==> config.mk <==
export PLATFORM = sky130hd
export DESIGN_NAME = mms_top
export DESIGN_NICKNAME = d
export VERILOG_FILES = /design/src/core/mms_pkg.sv /design/src/core/mms_twi_if.sv /design/src/core/mms_twi_watch.sv /design/src/core/mms_top.sv
export SDC_FILE = /design/constraint.sdc
export NUM_CORES = 1
export LEC_CHECK = 0
export ABC_AREA = 1
export BUFFER_PORTS_ARGS = -buffer_cell sky130_fd_sc_hd__buf_2
export CAP_MARGIN = 30
export CELL_PAD_IN_SITES_DETAIL_PLACEMENT = 0
export CELL_PAD_IN_SITES_GLOBAL_PLACEMENT = 2
export CORE_MARGIN = 4
export CORE_UTILIZATION = 37
export DETAILED_ROUTE_END_ITERATION = 10
export HOLD_SLACK_MARGIN = 0.06
export PLACE_DENSITY_LB_ADDON = 0.1
export SETUP_SLACK_MARGIN = 0.15
export SLEW_MARGIN = 40
export SYNTH_ARGS = -nofsm -noshare
export SYNTH_HDL_FRONTEND = slang
export SYNTH_HIERARCHICAL = 1
export SYNTH_SLANG_ARGS = --single-unit
==> constraint.sdc <==
create_clock -name clk -period 4.6 [get_ports clk]
set_input_delay 0.23 -clock clk [delete_from_list [all_inputs] [get_ports clk]]
set_output_delay 0.23 -clock clk [all_outputs]
set_load 0.01 [all_outputs]
==> src/core/mms_pkg.sv <==
// Shared constants and types for the module management status timing block
package mms_pkg;

	// Clock period of the block clock in nanoseconds
	localparam int unsigned CLK_PERIOD_NS  = 5;
	// Nanoseconds in one microsecond
	localparam int unsigned NS_PER_US      = 1000;
	// Block clock cycles per microsecond tick
	localparam int unsigned CYC_PER_US     = NS_PER_US / CLK_PERIOD_NS;
	// Terminal value of the microsecond prescaler
	localparam logic [7:0]  US_CNT_MAX     = 8'(CYC_PER_US - 1);
	// Microsecond ticks per millisecond tick
	localparam int unsigned US_PER_MS_DFLT = 1000;

	// Longest times the block may take, in their own units, except T_RESET_MIN_US, the minimum restart pulse
	localparam int unsigned T_INIT_MS      = 2000;
	localparam int unsigned T_RESET_MIN_US = 2;
	localparam int unsigned T_LP_US        = 100;
	localparam int unsigned T_INT_ON_MS    = 200;
	localparam int unsigned T_INT_OFF_US   = 500;
	localparam int unsigned T_LOS_MS       = 100;
	localparam int unsigned T_TXF_MS       = 200;
	localparam int unsigned T_MASK_MS      = 100;
	localparam int unsigned T_SEL_US       = 100;
	localparam int unsigned T_PDN_MS       = 100;
	localparam int unsigned T_PUP_MS       = 300;

	// Start-up duration in ms ticks, half of the allowed limit
	localparam int unsigned INIT_MS_DFLT   = T_INIT_MS / 2;
	// Restart pin low filter in us ticks, one above the minimum pulse
	localparam logic [1:0]  RST_FILT_US    = 2'(T_RESET_MIN_US + 1);

	// Flag vector layout
	localparam int N_CH         = 4;
	localparam int FLAG_W       = 10;
	localparam int FLAG_LOS_LSB = 0;
	localparam int FLAG_TXF_LSB = 4;
	localparam int FLAG_OTHER   = 8;
	localparam int FLAG_READY   = 9;

	// Values after reset
	localparam logic [FLAG_W-1:0] FLAGS_RST = 10'h000;
	localparam logic [FLAG_W-1:0] MASK_RST  = 10'h000;

	// Start-up sequencer states
	typedef enum logic [2:0] {
		MMS_HOLD = 3'h1,
		MMS_INIT = 3'h2,
		MMS_RUN  = 3'h4
	} mms_state_t;

endpackage : mms_pkg

==> src/core/mms_twi_if.sv <==
// Two-wire bus observation signals between the top and the bus watcher
`timescale 1ns/1ps
`default_nettype none
interface mms_twi_if;
	logic scl;      // Raw bus clock pin level
	logic sda;      // Raw bus data pin level
	logic stopFall; // Pulse on first clock fall after a stop
	modport watcher (input scl, input sda, output stopFall);
	modport user    (output scl, output sda, input stopFall);
endinterface : mms_twi_if
`default_nettype wire

==> src/core/mms_twi_watch.sv <==
// Bus watcher that marks the first clock fall after a stop condition
`timescale 1ns/1ps
`default_nettype none
module mms_twi_watch (
	input  wire logic   clk,
	input  wire logic   rst,
	mms_twi_if.watcher  twi
);
	import mms_pkg::*;

	logic sclMeta_r;    // First synchroniser stage, clock
	logic sclSync_r;    // Second synchroniser stage, clock
	logic sclPrev_r;    // Delayed clock for edges
	logic sdaMeta_r;    // First synchroniser stage, data
	logic sdaSync_r;    // Second synchroniser stage, data
	logic sdaPrev_r;    // Delayed data for edges
	logic armed_r;      // Stop seen, waiting for clock fall
	logic stopFall_r;   // Output pulse
	logic stopSeen;     // Data rises while clock high
	logic startSeen;    // Data falls while clock high
	logic sclFall;      // Clock falling edge

	// Two-stage synchronisers for both pins
	always_ff @(posedge clk or posedge rst) begin
		if (rst) begin
			sclMeta_r <= 1'b1;
			sclSync_r <= 1'b1;
			sclPrev_r <= 1'b1;
			sdaMeta_r <= 1'b1;
			sdaSync_r <= 1'b1;
			sdaPrev_r <= 1'b1;
		end else begin
			sclMeta_r <= twi.scl;
			sclSync_r <= sclMeta_r;
			sclPrev_r <= sclSync_r;
			sdaMeta_r <= twi.sda;
			sdaSync_r <= sdaMeta_r;
			sdaPrev_r <= sdaSync_r;
		end
	end

	// Bus condition decode on synchronised levels
	assign stopSeen  = sclSync_r & sclPrev_r & sdaSync_r & ~sdaPrev_r;
	assign startSeen = sclSync_r & sclPrev_r & ~sdaSync_r & sdaPrev_r;
	assign sclFall   = ~sclSync_r & sclPrev_r;

	always_ff @(posedge clk or posedge rst) begin
		if (rst) begin
			armed_r    <= 1'b0;
			stopFall_r <= 1'b0;
		end else begin
			stopFall_r <= armed_r & sclFall;
			if (stopSeen) begin
				armed_r <= 1'b1;
			end else if (sclFall || startSeen) begin
				armed_r <= 1'b0;
			end
		end
	end

	assign twi.stopFall = stopFall_r;

	// Watcher pulses one cycle after the clock fall that follows a stop
	AST_STOP_FALL: assert property (@(posedge clk) disable iff (rst)
		(armed_r && sclFall) |=> stopFall_r ##1 !stopFall_r)
		else $error("stop-fall pulse missing or too long");

endmodule : mms_twi_watch
`default_nettype wire

==> src/core/mms_top.sv <==
// Management side start-up, interrupt, select and low-power timing logic
`timescale 1ns/1ps
`default_nettype none
module mms_top #(
	parameter int unsigned US_PER_MS = mms_pkg::US_PER_MS_DFLT, // us ticks per ms tick
	parameter int unsigned INIT_MS   = mms_pkg::INIT_MS_DFLT    // start-up length in ms
) (
	input  wire logic                       clk,
	input  wire logic                       rst,
	input  wire logic                       hardRestartInN,
	input  wire logic                       lowPowerRequest,
	input  wire logic                       moduleSelectN,
	input  wire logic                       twScl,
	input  wire logic                       twSda,
	input  wire logic [mms_pkg::N_CH-1:0]   losCond,
	input  wire logic [mms_pkg::N_CH-1:0]   txFaultCond,
	input  wire logic                       otherCond,
	input  wire logic                       flagReadStb,
	input  wire logic [mms_pkg::FLAG_W-1:0] flagReadSel,
	input  wire logic                       maskWrStb,
	input  wire logic [mms_pkg::FLAG_W-1:0] maskWrData,
	input  wire logic                       pdnWrStb,
	input  wire logic                       pdnWrData,
	output logic                            interruptOutN,
	output logic                            interruptOutOe,
	output logic [mms_pkg::FLAG_W-1:0]      flagsOut,
	output logic                            dataNotReady,
	output logic                            busRespondEn,
	output logic                            lowPowerActive,
	output logic                            fullyFunctional
);
	import mms_pkg::*;

	// Unmasked flag sources, used by the driver and by checks
	function automatic logic intSource(input logic [FLAG_W-1:0] fl, input logic [FLAG_W-1:0] mk);
		intSource = |(fl & ~mk);
	endfunction : intSource

	mms_twi_if twLink ();                    // Bus watcher link

	logic [7:0]        usCnt_r;              // Cycle prescaler
	logic              usTick_r;             // One pulse per microsecond
	logic [9:0]        msCnt_r;              // Microsecond counter
	logic              msTick_r;             // One pulse per millisecond
	logic [10:0]       initCnt_r;            // Start-up ms counter
	logic [1:0]        lowUs_r;              // Restart low duration, us
	mms_state_t        state_r;              // Start-up sequencer
	mms_state_t        state_nxt;            // Next sequencer state
	logic              initDoneNow;          // Start-up finishes this cycle
	logic [2:0]        pinMeta_r;            // First stage: restart, lp, select
	logic [2:0]        pinSync_r;            // Second stage of same
	logic              restartSync;          // Synced restart pin
	logic              lpSync;               // Synced low power request
	logic              selSync;              // Synced select, active high
	logic [FLAG_W-1:0] condMeta_r;           // First stage of conditions
	logic [FLAG_W-1:0] condSync_r;           // Second stage of conditions
	logic [FLAG_W-1:0] condPrev_r;           // Delayed conditions
	logic [FLAG_W-1:0] condRaw;              // Condition vector in flag layout
	logic [FLAG_W-1:0] condRise;             // New condition events
	logic [FLAG_W-1:0] flags_r;              // Latched flags
	logic [FLAG_W-1:0] flags_nxt;            // Next flags
	logic [FLAG_W-1:0] clrPend_r;            // Flags read, awaiting release
	logic [FLAG_W-1:0] clrNow;               // Clear applied this cycle
	logic [FLAG_W-1:0] maskPendVal_r;        // Mask written, not yet active
	logic              maskPend_r;           // Mask write pending
	logic [FLAG_W-1:0] maskEff_r;            // Active mask
	logic              pdnPendVal_r;         // Power-down written value
	logic              pdnPend_r;            // Power-down write pending
	logic              pdnEff_r;             // Active power-down bit
	logic              dataNotReady_r;       // Not-ready status bit
	logic              intN_r;               // Interrupt pin level
	logic              intOe_r;              // Interrupt pin driven low
	logic              busEn_r;              // Bus answers allowed
	logic              lowPower_r;           // Low power level active
	logic              fullFunc_r;           // Fully functional status
	logic              linkDone;             // Fall after stop, from watcher

	// Watcher sees the raw pins and returns the transaction end mark
	assign twLink.scl = twScl;
	assign twLink.sda = twSda;
	assign linkDone   = twLink.stopFall;

	mms_twi_watch uWatch (
		.clk (clk),
		.rst (rst),
		.twi (twLink.watcher)
	);

	always_ff @(posedge clk or posedge rst) begin
		if (rst) begin
			usCnt_r  <= 8'h00;
			usTick_r <= 1'b0;
			msCnt_r  <= 10'h000;
			msTick_r <= 1'b0;
		end else begin
			usTick_r <= (usCnt_r == US_CNT_MAX);
			usCnt_r  <= (usCnt_r == US_CNT_MAX) ? 8'h00 : usCnt_r + 8'h01;
			msTick_r <= usTick_r && (msCnt_r == 10'(US_PER_MS - 1));
			if (usTick_r) begin
				msCnt_r <= (msCnt_r == 10'(US_PER_MS - 1)) ? 10'h000 : msCnt_r + 10'h001;
			end
		end
	end

	// Two-stage synchronisers for the control pins
	always_ff @(posedge clk or posedge rst) begin
		if (rst) begin
			pinMeta_r <= 3'h1;
			pinSync_r <= 3'h1;
		end else begin
			pinMeta_r <= {~moduleSelectN, lowPowerRequest, hardRestartInN};
			pinSync_r <= pinMeta_r;
		end
	end

	assign restartSync = pinSync_r[0];
	assign lpSync      = pinSync_r[1];
	assign selSync     = pinSync_r[2];

	always_ff @(posedge clk or posedge rst) begin
		if (rst) begin
			lowUs_r <= 2'h0;
		end else if (restartSync) begin
			lowUs_r <= 2'h0;
		end else if (usTick_r && lowUs_r != RST_FILT_US) begin
			lowUs_r <= lowUs_r + 2'h1;
		end
	end

	// start-up completes on the ms count
	assign initDoneNow = (state_r == MMS_INIT) && msTick_r && (initCnt_r == 11'(INIT_MS - 1));

	// Sequencer next state
	always_comb begin
		state_nxt = state_r;
		case (state_r)
			MMS_HOLD: begin
				if (restartSync) begin
					state_nxt = MMS_INIT;
				end
			end
			MMS_INIT: begin
				if (initDoneNow) begin
					state_nxt = MMS_RUN;
				end
			end
			MMS_RUN: begin
				state_nxt = MMS_RUN;
			end
			default: begin
				state_nxt = MMS_HOLD;
			end
		endcase
		// A qualified low pulse restarts from any state
		if (!restartSync && lowUs_r == RST_FILT_US) begin
			state_nxt = MMS_HOLD;
		end
	end

	// Sequencer register and start-up counter
	always_ff @(posedge clk or posedge rst) begin
		if (rst) begin
			state_r   <= MMS_INIT;
			initCnt_r <= 11'h000;
		end else begin
			state_r <= state_nxt;
			if (state_r != MMS_INIT) begin
				initCnt_r <= 11'h000;
			end else if (msTick_r) begin
				initCnt_r <= initCnt_r + 11'h001;
			end
		end
	end

	always_ff @(posedge clk or posedge rst) begin
		if (rst) begin
			dataNotReady_r <= 1'b1;
		end else if (state_nxt == MMS_HOLD) begin
			dataNotReady_r <= 1'b1;
		end else if (initDoneNow) begin
			dataNotReady_r <= 1'b0;
		end
	end

	// Condition pins synchronised into flag layout
	assign condRaw = {1'b0, otherCond, txFaultCond, losCond};

	always_ff @(posedge clk or posedge rst) begin
		if (rst) begin
			condMeta_r <= FLAGS_RST;
			condSync_r <= FLAGS_RST;
			condPrev_r <= FLAGS_RST;
		end else begin
			condMeta_r <= condRaw;
			condSync_r <= condMeta_r;
			condPrev_r <= condSync_r;
		end
	end

	// ready event joins the condition events
	always_comb begin
		condRise             = condSync_r & ~condPrev_r;
		condRise[FLAG_READY] = initDoneNow;
	end

	// read clears wait for the transaction end
	always_ff @(posedge clk or posedge rst) begin
		if (rst) begin
			clrPend_r <= FLAGS_RST;
		end else if (linkDone) begin
			clrPend_r <= flagReadStb ? flagReadSel : FLAGS_RST;
		end else if (flagReadStb) begin
			clrPend_r <= clrPend_r | flagReadSel;
		end
	end

	assign clrNow = linkDone ? clrPend_r : FLAGS_RST;

	genvar gi;
	generate
		for (gi = 0; gi < FLAG_W; gi = gi + 1) begin : gFlag
			always_comb begin
				flags_nxt[gi] = (flags_r[gi] & ~clrNow[gi]) | condRise[gi] | (clrNow[gi] & condSync_r[gi]);
			end
		end
	endgenerate

	always_ff @(posedge clk or posedge rst) begin
		if (rst) begin
			flags_r <= FLAGS_RST;
		end else if (state_r == MMS_HOLD) begin
			flags_r <= FLAGS_RST;
		end else begin
			flags_r <= flags_nxt;
		end
	end

	// mask takes effect after the write ends
	always_ff @(posedge clk or posedge rst) begin
		if (rst) begin
			maskPend_r    <= 1'b0;
			maskPendVal_r <= MASK_RST;
			maskEff_r     <= MASK_RST;
		end else if (state_r == MMS_HOLD) begin
			maskPend_r    <= 1'b0;
			maskPendVal_r <= MASK_RST;
			maskEff_r     <= MASK_RST;
		end else begin
			if (maskWrStb) begin
				maskPendVal_r <= maskWrData;
			end
			if (linkDone && maskPend_r) begin
				maskEff_r <= maskPendVal_r;
			end
			// A write landing with the end mark waits for the next end
			maskPend_r <= maskWrStb | (maskPend_r & ~linkDone);
		end
	end

	// power-down bit after the write ends
	always_ff @(posedge clk or posedge rst) begin
		if (rst) begin
			pdnPend_r    <= 1'b0;
			pdnPendVal_r <= 1'b0;
			pdnEff_r     <= 1'b0;
		end else if (state_r == MMS_HOLD) begin
			pdnPend_r    <= 1'b0;
			pdnPendVal_r <= 1'b0;
			pdnEff_r     <= 1'b0;
		end else begin
			if (pdnWrStb) begin
				pdnPendVal_r <= pdnWrData;
			end
			if (linkDone && pdnPend_r) begin
				pdnEff_r <= pdnPendVal_r;
			end
			pdnPend_r <= pdnWrStb | (pdnPend_r & ~linkDone);
		end
	end

	// low power from pin or bit
	always_ff @(posedge clk or posedge rst) begin
		if (rst) begin
			lowPower_r <= 1'b0;
			fullFunc_r <= 1'b0;
		end else begin
			lowPower_r <= lpSync | pdnEff_r;
			fullFunc_r <= (state_r == MMS_RUN) && !dataNotReady_r && !lowPower_r;
		end
	end

	always_ff @(posedge clk or posedge rst) begin
		if (rst) begin
			intN_r  <= 1'b1;
			intOe_r <= 1'b0;
		end else begin
			intN_r  <= ~intSource(flags_r, maskEff_r);
			intOe_r <= intSource(flags_r, maskEff_r);
		end
	end

	// bus answers only when ready and selected
	always_ff @(posedge clk or posedge rst) begin
		if (rst) begin
			busEn_r <= 1'b0;
		end else begin
			busEn_r <= (state_r == MMS_RUN) && selSync;
		end
	end

	// Outputs straight from registers
	assign interruptOutN   = intN_r;
	assign interruptOutOe  = intOe_r;
	assign flagsOut        = flags_r;
	assign dataNotReady    = dataNotReady_r;
	assign busRespondEn    = busEn_r;
	assign lowPowerActive  = lowPower_r;
	assign fullyFunctional = fullFunc_r;

	// Start-up end clears not-ready and raises the ready flag
	AST_INIT_DONE: assert property (@(posedge clk) disable iff (rst)
		(initDoneNow && state_nxt != MMS_HOLD) |=> (state_r == MMS_RUN && !dataNotReady_r && flags_r[FLAG_READY]) ##1 !intN_r)
		else $error("start-up end did not report ready");

	// A qualified restart pulse holds the block
	AST_RST_FILTER: assert property (@(posedge clk) disable iff (rst)
		(!restartSync && lowUs_r == RST_FILT_US) |=> (state_r == MMS_HOLD && dataNotReady_r))
		else $error("restart pulse not taken");

	// Select gates bus answers in both directions
	AST_BUS_GATE: assert property (@(posedge clk) disable iff (rst)
		(state_r == MMS_RUN && selSync) |=> busEn_r)
		else $error("selected module not answering");

	AST_BUS_DROP: assert property (@(posedge clk) disable iff (rst)
		!selSync |=> !busEn_r)
		else $error("deselected module still answering");

	// Low power pin reaches the power level next cycle
	AST_LP_ENTER: assert property (@(posedge clk) disable iff (rst)
		lpSync |=> lowPower_r)
		else $error("low power request ignored");

	// Any unmasked flag pulls the pin low, none releases it
	AST_INT_LOW: assert property (@(posedge clk) disable iff (rst)
		intSource(flags_r, maskEff_r) |=> (!intN_r && intOe_r))
		else $error("interrupt not asserted");

	AST_INT_REL: assert property (@(posedge clk) disable iff (rst)
		!intSource(flags_r, maskEff_r) |=> (intN_r && !intOe_r))
		else $error("interrupt not released");

	// Condition events latch their flags
	AST_FLAG_SET: assert property (@(posedge clk) disable iff (rst)
		(|condRise && state_r != MMS_HOLD) |=> ((flags_r & $past(condRise)) == $past(condRise)))
		else $error("flag not set on condition");

	// Mask written becomes active at the transaction end
	AST_MASK_APPLY: assert property (@(posedge clk) disable iff (rst)
		(linkDone && maskPend_r && state_r != MMS_HOLD) |=> (maskEff_r == $past(maskPendVal_r)))
		else $error("mask not applied at transaction end");

	// Power-down bit reaches the power level two cycles after the end
	AST_PDN_ENTER: assert property (@(posedge clk) disable iff (rst)
		(linkDone && pdnPend_r && pdnPendVal_r && state_r != MMS_HOLD) |=> ##1 lowPower_r)
		else $error("power-down not entered");

	// Flags never drop except at a transaction end or a hold
	AST_FLAG_HOLD: assert property (@(posedge clk) disable iff (rst)
		(state_r != MMS_HOLD && !linkDone) |=> ((flags_r & $past(flags_r)) == $past(flags_r)))
		else $error("flag dropped without read");

endmodule : mms_top
`default_nettype wire

# --- Word-level counts from Yosys, hierarchy flattened ---
# Cells that the tools add are included.
word_totals:
  out_inout_bits: 16
  wordCells: 172
  regBits: 127
  input_bits: 40
op_classes:
  addsub: 4
  reduce_logical: 24
  mux: 29
  eq_ne: 10
  bitwise: 71
op_table:
  columns: ["operator", "n"]
  rows:
  - ["2-to-1 mux 10 bit", 10]
  - ["bitwise AND 1 bit", 28]
  - ["2-to-1 mux 11 bit", 2]
  - ["bitwise OR 1 bit", 22]
  - ["nonzero test 2 bit", 9]
  - ["inverter 1 bit", 16]
  - ["adder 11 x 1 -> 11 bit, second input constant", 1]
  - ["equality test 11 x 10 -> 1 bit, second input constant", 1]
  - ["adder 10 x 1 -> 10 bit, second input constant", 1]
  - ["bitwise AND 10 bit", 1]
  - ["equality test 10 bit, second input constant", 1]
  - ["logical AND 1 bit", 10]
  - ["2-to-1 mux 1 bit", 10]
  - ["inverter 10 bit", 1]
  - ["bitwise OR 10 bit", 1]
  - ["OR reduction 10 bit", 1]
  - ["bitwise AND 9 bit", 1]
  - ["2-to-1 mux 3 bit", 3]
  - ["inverter 9 bit", 1]
  - ["one-hot mux 3 bit (3 select lines)", 1]
  - ["adder 8 x 1 -> 8 bit, second input constant", 1]
  - ["equality test 8 bit, second input constant", 1]
  - ["2-to-1 mux 8 bit", 1]
  - ["equality test 3 x 1 -> 1 bit, second input constant", 2]
  - ["other kinds (9)", 12]

# --- Depth between registers and ports, before layout ---
depth:
  ltp_word: 8
  mapped_depth: 8
  ltp_nobuf: 8

# --- Hierarchy ---
# The synthesis kept the hierarchy.
modules_own_cells:
  columns: ["mod", "n_inst", "area_per_inst_um2", "cells_per_inst"]
  rows:
  - ["mms_top", 1, 4863.4, 494]
  - ["mms_twi_watch", 1, 262.8, 22]

# --- Worst setup path after synthesis ---
# OpenSTA, ideal clock, no wires.
synth_path:
  path_type: "reg-to-reg"
  startpoint: "register msCnt_r[0]"
  endpoint: "register msCnt_r[6]"
  path_stages_with_launch: 7
  synth_period_minus_slack_ns: 1.278
  arrival_ns: 1.155
  setup_time_ns: 0.123
  slack_ns: 3.322
  path_cell_list: "dfrtp_1 -> ha_1 -> nand3_2 -> nor2_1 -> nand2_1 -> o21ai_0 -> a21oi_1"
synth_between:
  elab_chain_cells: 2
synth_lines:
  columns: ["element", "line_no", "text"]
  rows:
  - ["from (decl)", "mms_top.sv:43", "logic [9:0] msCnt_r;"]
  - ["from (signal assigned)", "mms_top.sv:100", "msCnt_r <= (msCnt_r == 10'(US_PER_MS - 1)) ? 10'h000 : msCnt_r + 10'h001;"]
  - ["adder 10 x 1 -> 10 bit or equality test 10 bit (tied branches)", "mms_top.sv:100", null]
  - ["2-to-1 mux 10 bit *", "mms_top.sv:100", null]
# Mark *: on every way between the ends. The rest lies on a longest branch, timed or not.
# A chain may end at the register's enable or synchronous reset.

# --- Worst setup path in the final report ---
layout_path:
  startpoint: "register uWatch.stopFall_r (netlist: uWatch/twi.stopFall)"
  endpoint: "register flags_r[9] (netlist: flagsOut[9])"
layout_between:
  elab_chain_cells: 5
layout_lines:
  columns: ["element", "line_no", "text"]
  rows:
  - ["from (decl)", "mms_twi_watch.sv:18", "logic stopFall_r;"]
  - ["from (signal assigned)", "mms_twi_watch.sv:52", "stopFall_r <= armed_r & sclFall;"]
  - ["2-to-1 mux 10 bit", "mms_top.sv:217", "assign clrNow = linkDone ? clrPend_r : FLAGS_RST;"]
  - ["inverter 1 bit", "mms_top.sv:223", "flags_nxt[gi] = (flags_r[gi] & ~clrNow[gi]) | condRise[gi] | (clrNow[gi] & condSync_r[gi]);"]
  - ["bitwise AND 1 bit", "mms_top.sv:223", null]
  - ["bitwise OR 1 bit", "mms_top.sv:223", null]
  - ["2-to-1 mux 10 bit", "mms_top.sv:231", "end else if (state_r == MMS_HOLD) begin"]
  - ["to (signal assigned)", "mms_top.sv:234", "flags_r <= flags_nxt;"]
  - ["to (decl)", "mms_top.sv:60", "logic [FLAG_W-1:0] flags_r;"]
# Every way passes these cells.

==> key figures <==
Layout
  – Sequential Area: 3190 um^2
  – Filler cells: 1,287
  – N_diodes: 0
  – Most frequent cells in the layout: 116 x dfrtp_1, 92 x inv_1, 77 x nand2_1
  – Layout area overhead: 27.7%
  – Multi-input logic area: around 1500 um^2
  – Fin nets: between 600 and 700
  – Commonest non-fill, non-tap cell in the layout: dfrtp_1
  – Share of cells above drive strength 1: 0.197

Worst setup path
  – Crit end category: register
  – Worst Path Required: a little under 5 ns
  – Critical Path AT: between 2 and 2.5 ns
  – Reg-to-reg startpoint: uWatch/twi.stopFall$_DFF_PP0_
  – Critical path type: reg2reg
  – Crit. Startpoint: uWatch/twi.stopFall$_DFF_PP0_
  – Crit path launch type: register
  – Crit-path max FO: 21

Min path
  – Hold path start: flagReadSel[2]
  – Hold Path Class: in2reg

CTS
  – Clk sinks: about 130
  – CTS tree: done
  – Clock Path Buffers: 2
  – # H-tree levels: 4
  – Resize count post-CTS: 0
  – Clk slew on worst S/H paths: around 0.060 ns
  – TritonCTS buffer count: 17
  – Root Buffer: clkbuf_16
  – Clk_lat worst skew: around 0.41 ns

STA
  – Slew headroom: 0.512
  – Period minus WS final: 1.75 ns
  – Final Cycle Share: 0.380
  – Clock Skews: between 0.007 and 0.008 ns
  – Final setup fails: 0
  – RSZ-0062 raised after global routing: false
  – Hold Violations, Final: 0
  – Final TNS setup: 0 ns
  – Fin worst setup slack: 2.85 ns
  – Worst-margin pin slew: roughly 0.73 ns
  – Pins Over Slew Limit: 0
  – Achievable Freq: roughly 570 MHz
  – Final hold slack: 0.0836 ns

Logic synthesis
  – Seq cells post-synth: 127
  – Avg Cell Area, Syn: around 9.9 um^2
  – Mapped Area: 5130 um^2
  – Largest area contributor in the netlist: dfrtp_1
  – Area share of the largest cell type after synthesis: 0.566
  – Syn nets: 560
  – Register area share after synthesis: 0.623
  – Post-synthesis cell type count: 37
  – Synth warn: 6
  – Area contributors post-synth: dfrtp_1 57%, inv_1 6.8%, dfstp_2 5.6%
  – Post-Syn Instances: just over 500

Route
  – Wire length on met1: between 5000 and 6000 um
  – Wire length on met2: about 4600 um
  – Vias: roughly 3,600
  – Metal3 WL: about 400 um
  – Post-route DRC: 0
  – DR iter-0 viols: 316
  – Vias/cell: approximately 4.5
  – Drt pass-1 iters: 5
  – Routed Antenna Nets: 0
  – Final WL: about 10,000 um
  – Routed WL per cell: about 13 um
  – Top Metal Used: met4

Global route
  – GRT Resource Usage Total: 0.141
  – Global-route wire length before repair: 17,700 um
  – Pin count of the biggest net entering global routing: 82
  – GRT overflow: 0
  – Antenna violations before repair: 0
  – Vias in the first global route: about 3,600

Floorplan
  – Total core area: ~13,000 um^2
  – DIE WIDTH: 126 um
  – Die area: 15,800 um^2
  – Num ports: between 50 and 60
  – Chip Height: ~130 um
  – Initial core utilization: 0.383
  – Std cell rows: between 40 and 50

Placement
  – Pre-CTS setup slack: roughly 2.8 ns
  – HPWL after detailed placement: approximately 6900 um
  – Routability cong.: 0.751
  – Port Buffers: between 50 and 60

Pwr
  – Maximum vdd ir drop: 0.254 mV
  – Cell area power density: about 500 nW/um^2
  – Leakage: 3.32 nW

Run
  – Max_cap viols: 0

Outcome
  – Status: finished clean
==> cell type report <==
class	count	area share
multi-input cells	281	0.230
flip-flops and latches	127	0.488
repair buffers	90	0.0952
clock inverters	14	0.0310
well taps	176	0.0336
clock buffers	18	0.0656
inverters	98	0.0573
==> power breakdown <==
part / switching (W) / internal [W] / leakage, nW
Clock: 0.000511 / 0.000919 / 0.307
Combinational: 0.000325 / 0.000184 / 1.45
Sequential: 0.0000769 / 0.00126 / 1.57
Total: 0.000913 / 0.00236 / 3.32
==> state kept, by name (all words and copies together) (netlist names), 2 cells and up <==
| name | cells |
|---|---|
| lowUs_r | 2 |
| condMeta_r | 9 |
| clrPend_r | 10 |
| pinMeta_r | 3 |
| condPrev_r | 9 |
| msCnt_r | 10 |
| flagsOut | 10 |
| maskEff_r | 10 |
| maskPendVal_r | 10 |
| usCnt_r | 8 |
| state_r | 3 |
| initCnt_r | 11 |
| pinSync_r | 3 |
| condSync_r | 9 |
==> kinds of logic after synthesis <==
| kind of cell | after synthesis | share of synthesized area |
|---|---|---|
| and+or+nand+nor | 183 | 0.167 |
| DFF | 127 | 0.623 |
| buffers and inverters | 108 | 0.0840 |
| AOI/OAI and AO/OA | 88 | 0.106 |
| xor gates and xnor gates | 6 | 0.0103 |
| adders and majority gates | 4 | 0.00976 |
==> stage by stage <==
stage,total power [W],area (um^2),std cells,util
2_1_floorplan,0.00167,5130,516,-
3_3_place_gp,0.00185,5570,738,0.416
3_5_place_dp,0.00185,5570,738,0.416
4_1_cts,0.00331,6530,803,0.488
5_1_grt,0.00345,6550,804,0.489
6_report,0.00327,6550,804,0.489
==> per-layer routing <==
layer  global-route usage  vias up
met3               0.0478        6
met4               0.0453        0
met1                0.196     1724
met5                    0        -
met2                0.208       63
li1                     -     1855
==> worst max-delay path, stage by stage (launching register included) <==
cell     delay [ns]
dfrtp_1        0.81
inv_1          0.45
o21ai_0        0.27
a21oi_1        0.09
==> worst paths after layout <==
kind                                              endpoint  slack, ns  depth (start not counted)
worst max-delay path                 flagsOut[9]$_DFF_PP0_       2.85                          3
worst min-delay path              clrPend_r[2]$_DFFE_PP0P_       0.08                          2
worst max register to register       flagsOut[9]$_DFF_PP0_       2.85                          3
max in group asynchronous           pinSync_r[0]$_DFF_PP1_       3.23                          4
min in group asynchronous       uWatch/armed_r$_DFFE_PP0P_       0.35                          3
worst min register to register     condSync_r[3]$_DFF_PP0_       0.35                          0
==> synth_stat cells <==
library cell / count
dfrtp_1: 116
inv_1: 93
nand2_1: 77
nor2_1: 48
a21oi_1: 26
o21ai_0: 16
nand3_1: 15
a31oi_1: 13
dfstp_2: 11
nor3_1: 11
a22o_1: 10
o211ai_1: 9
nand4_1: 8
a21boi_0: 7
xor2_1: 6
buf_2: 5
inv_2: 5
ha_1: 4
nand3_2: 4
nor2_2: 4
nand2_2: 3
o22ai_1: 3
or2_2: 3
buf_6: 2
clkbuf_1: 2
nand3_4: 2
nor3_2: 2
o21ai_1: 2
a311oi_1: 1
and3_1: 1
buf_4: 1
nand2_4: 1
nand2b_1: 1
nand3b_1: 1
nor2_4: 1
nor3b_1: 1
o21a_1: 1
==> what timing repair did <==
item | 4_1_cts | 5_1_grt
buffers inserted | 0 | 0
hold endpoints to repair | 117 | 1
hold buffers | 33 | 1
Power figures use the tool's default switching activity.
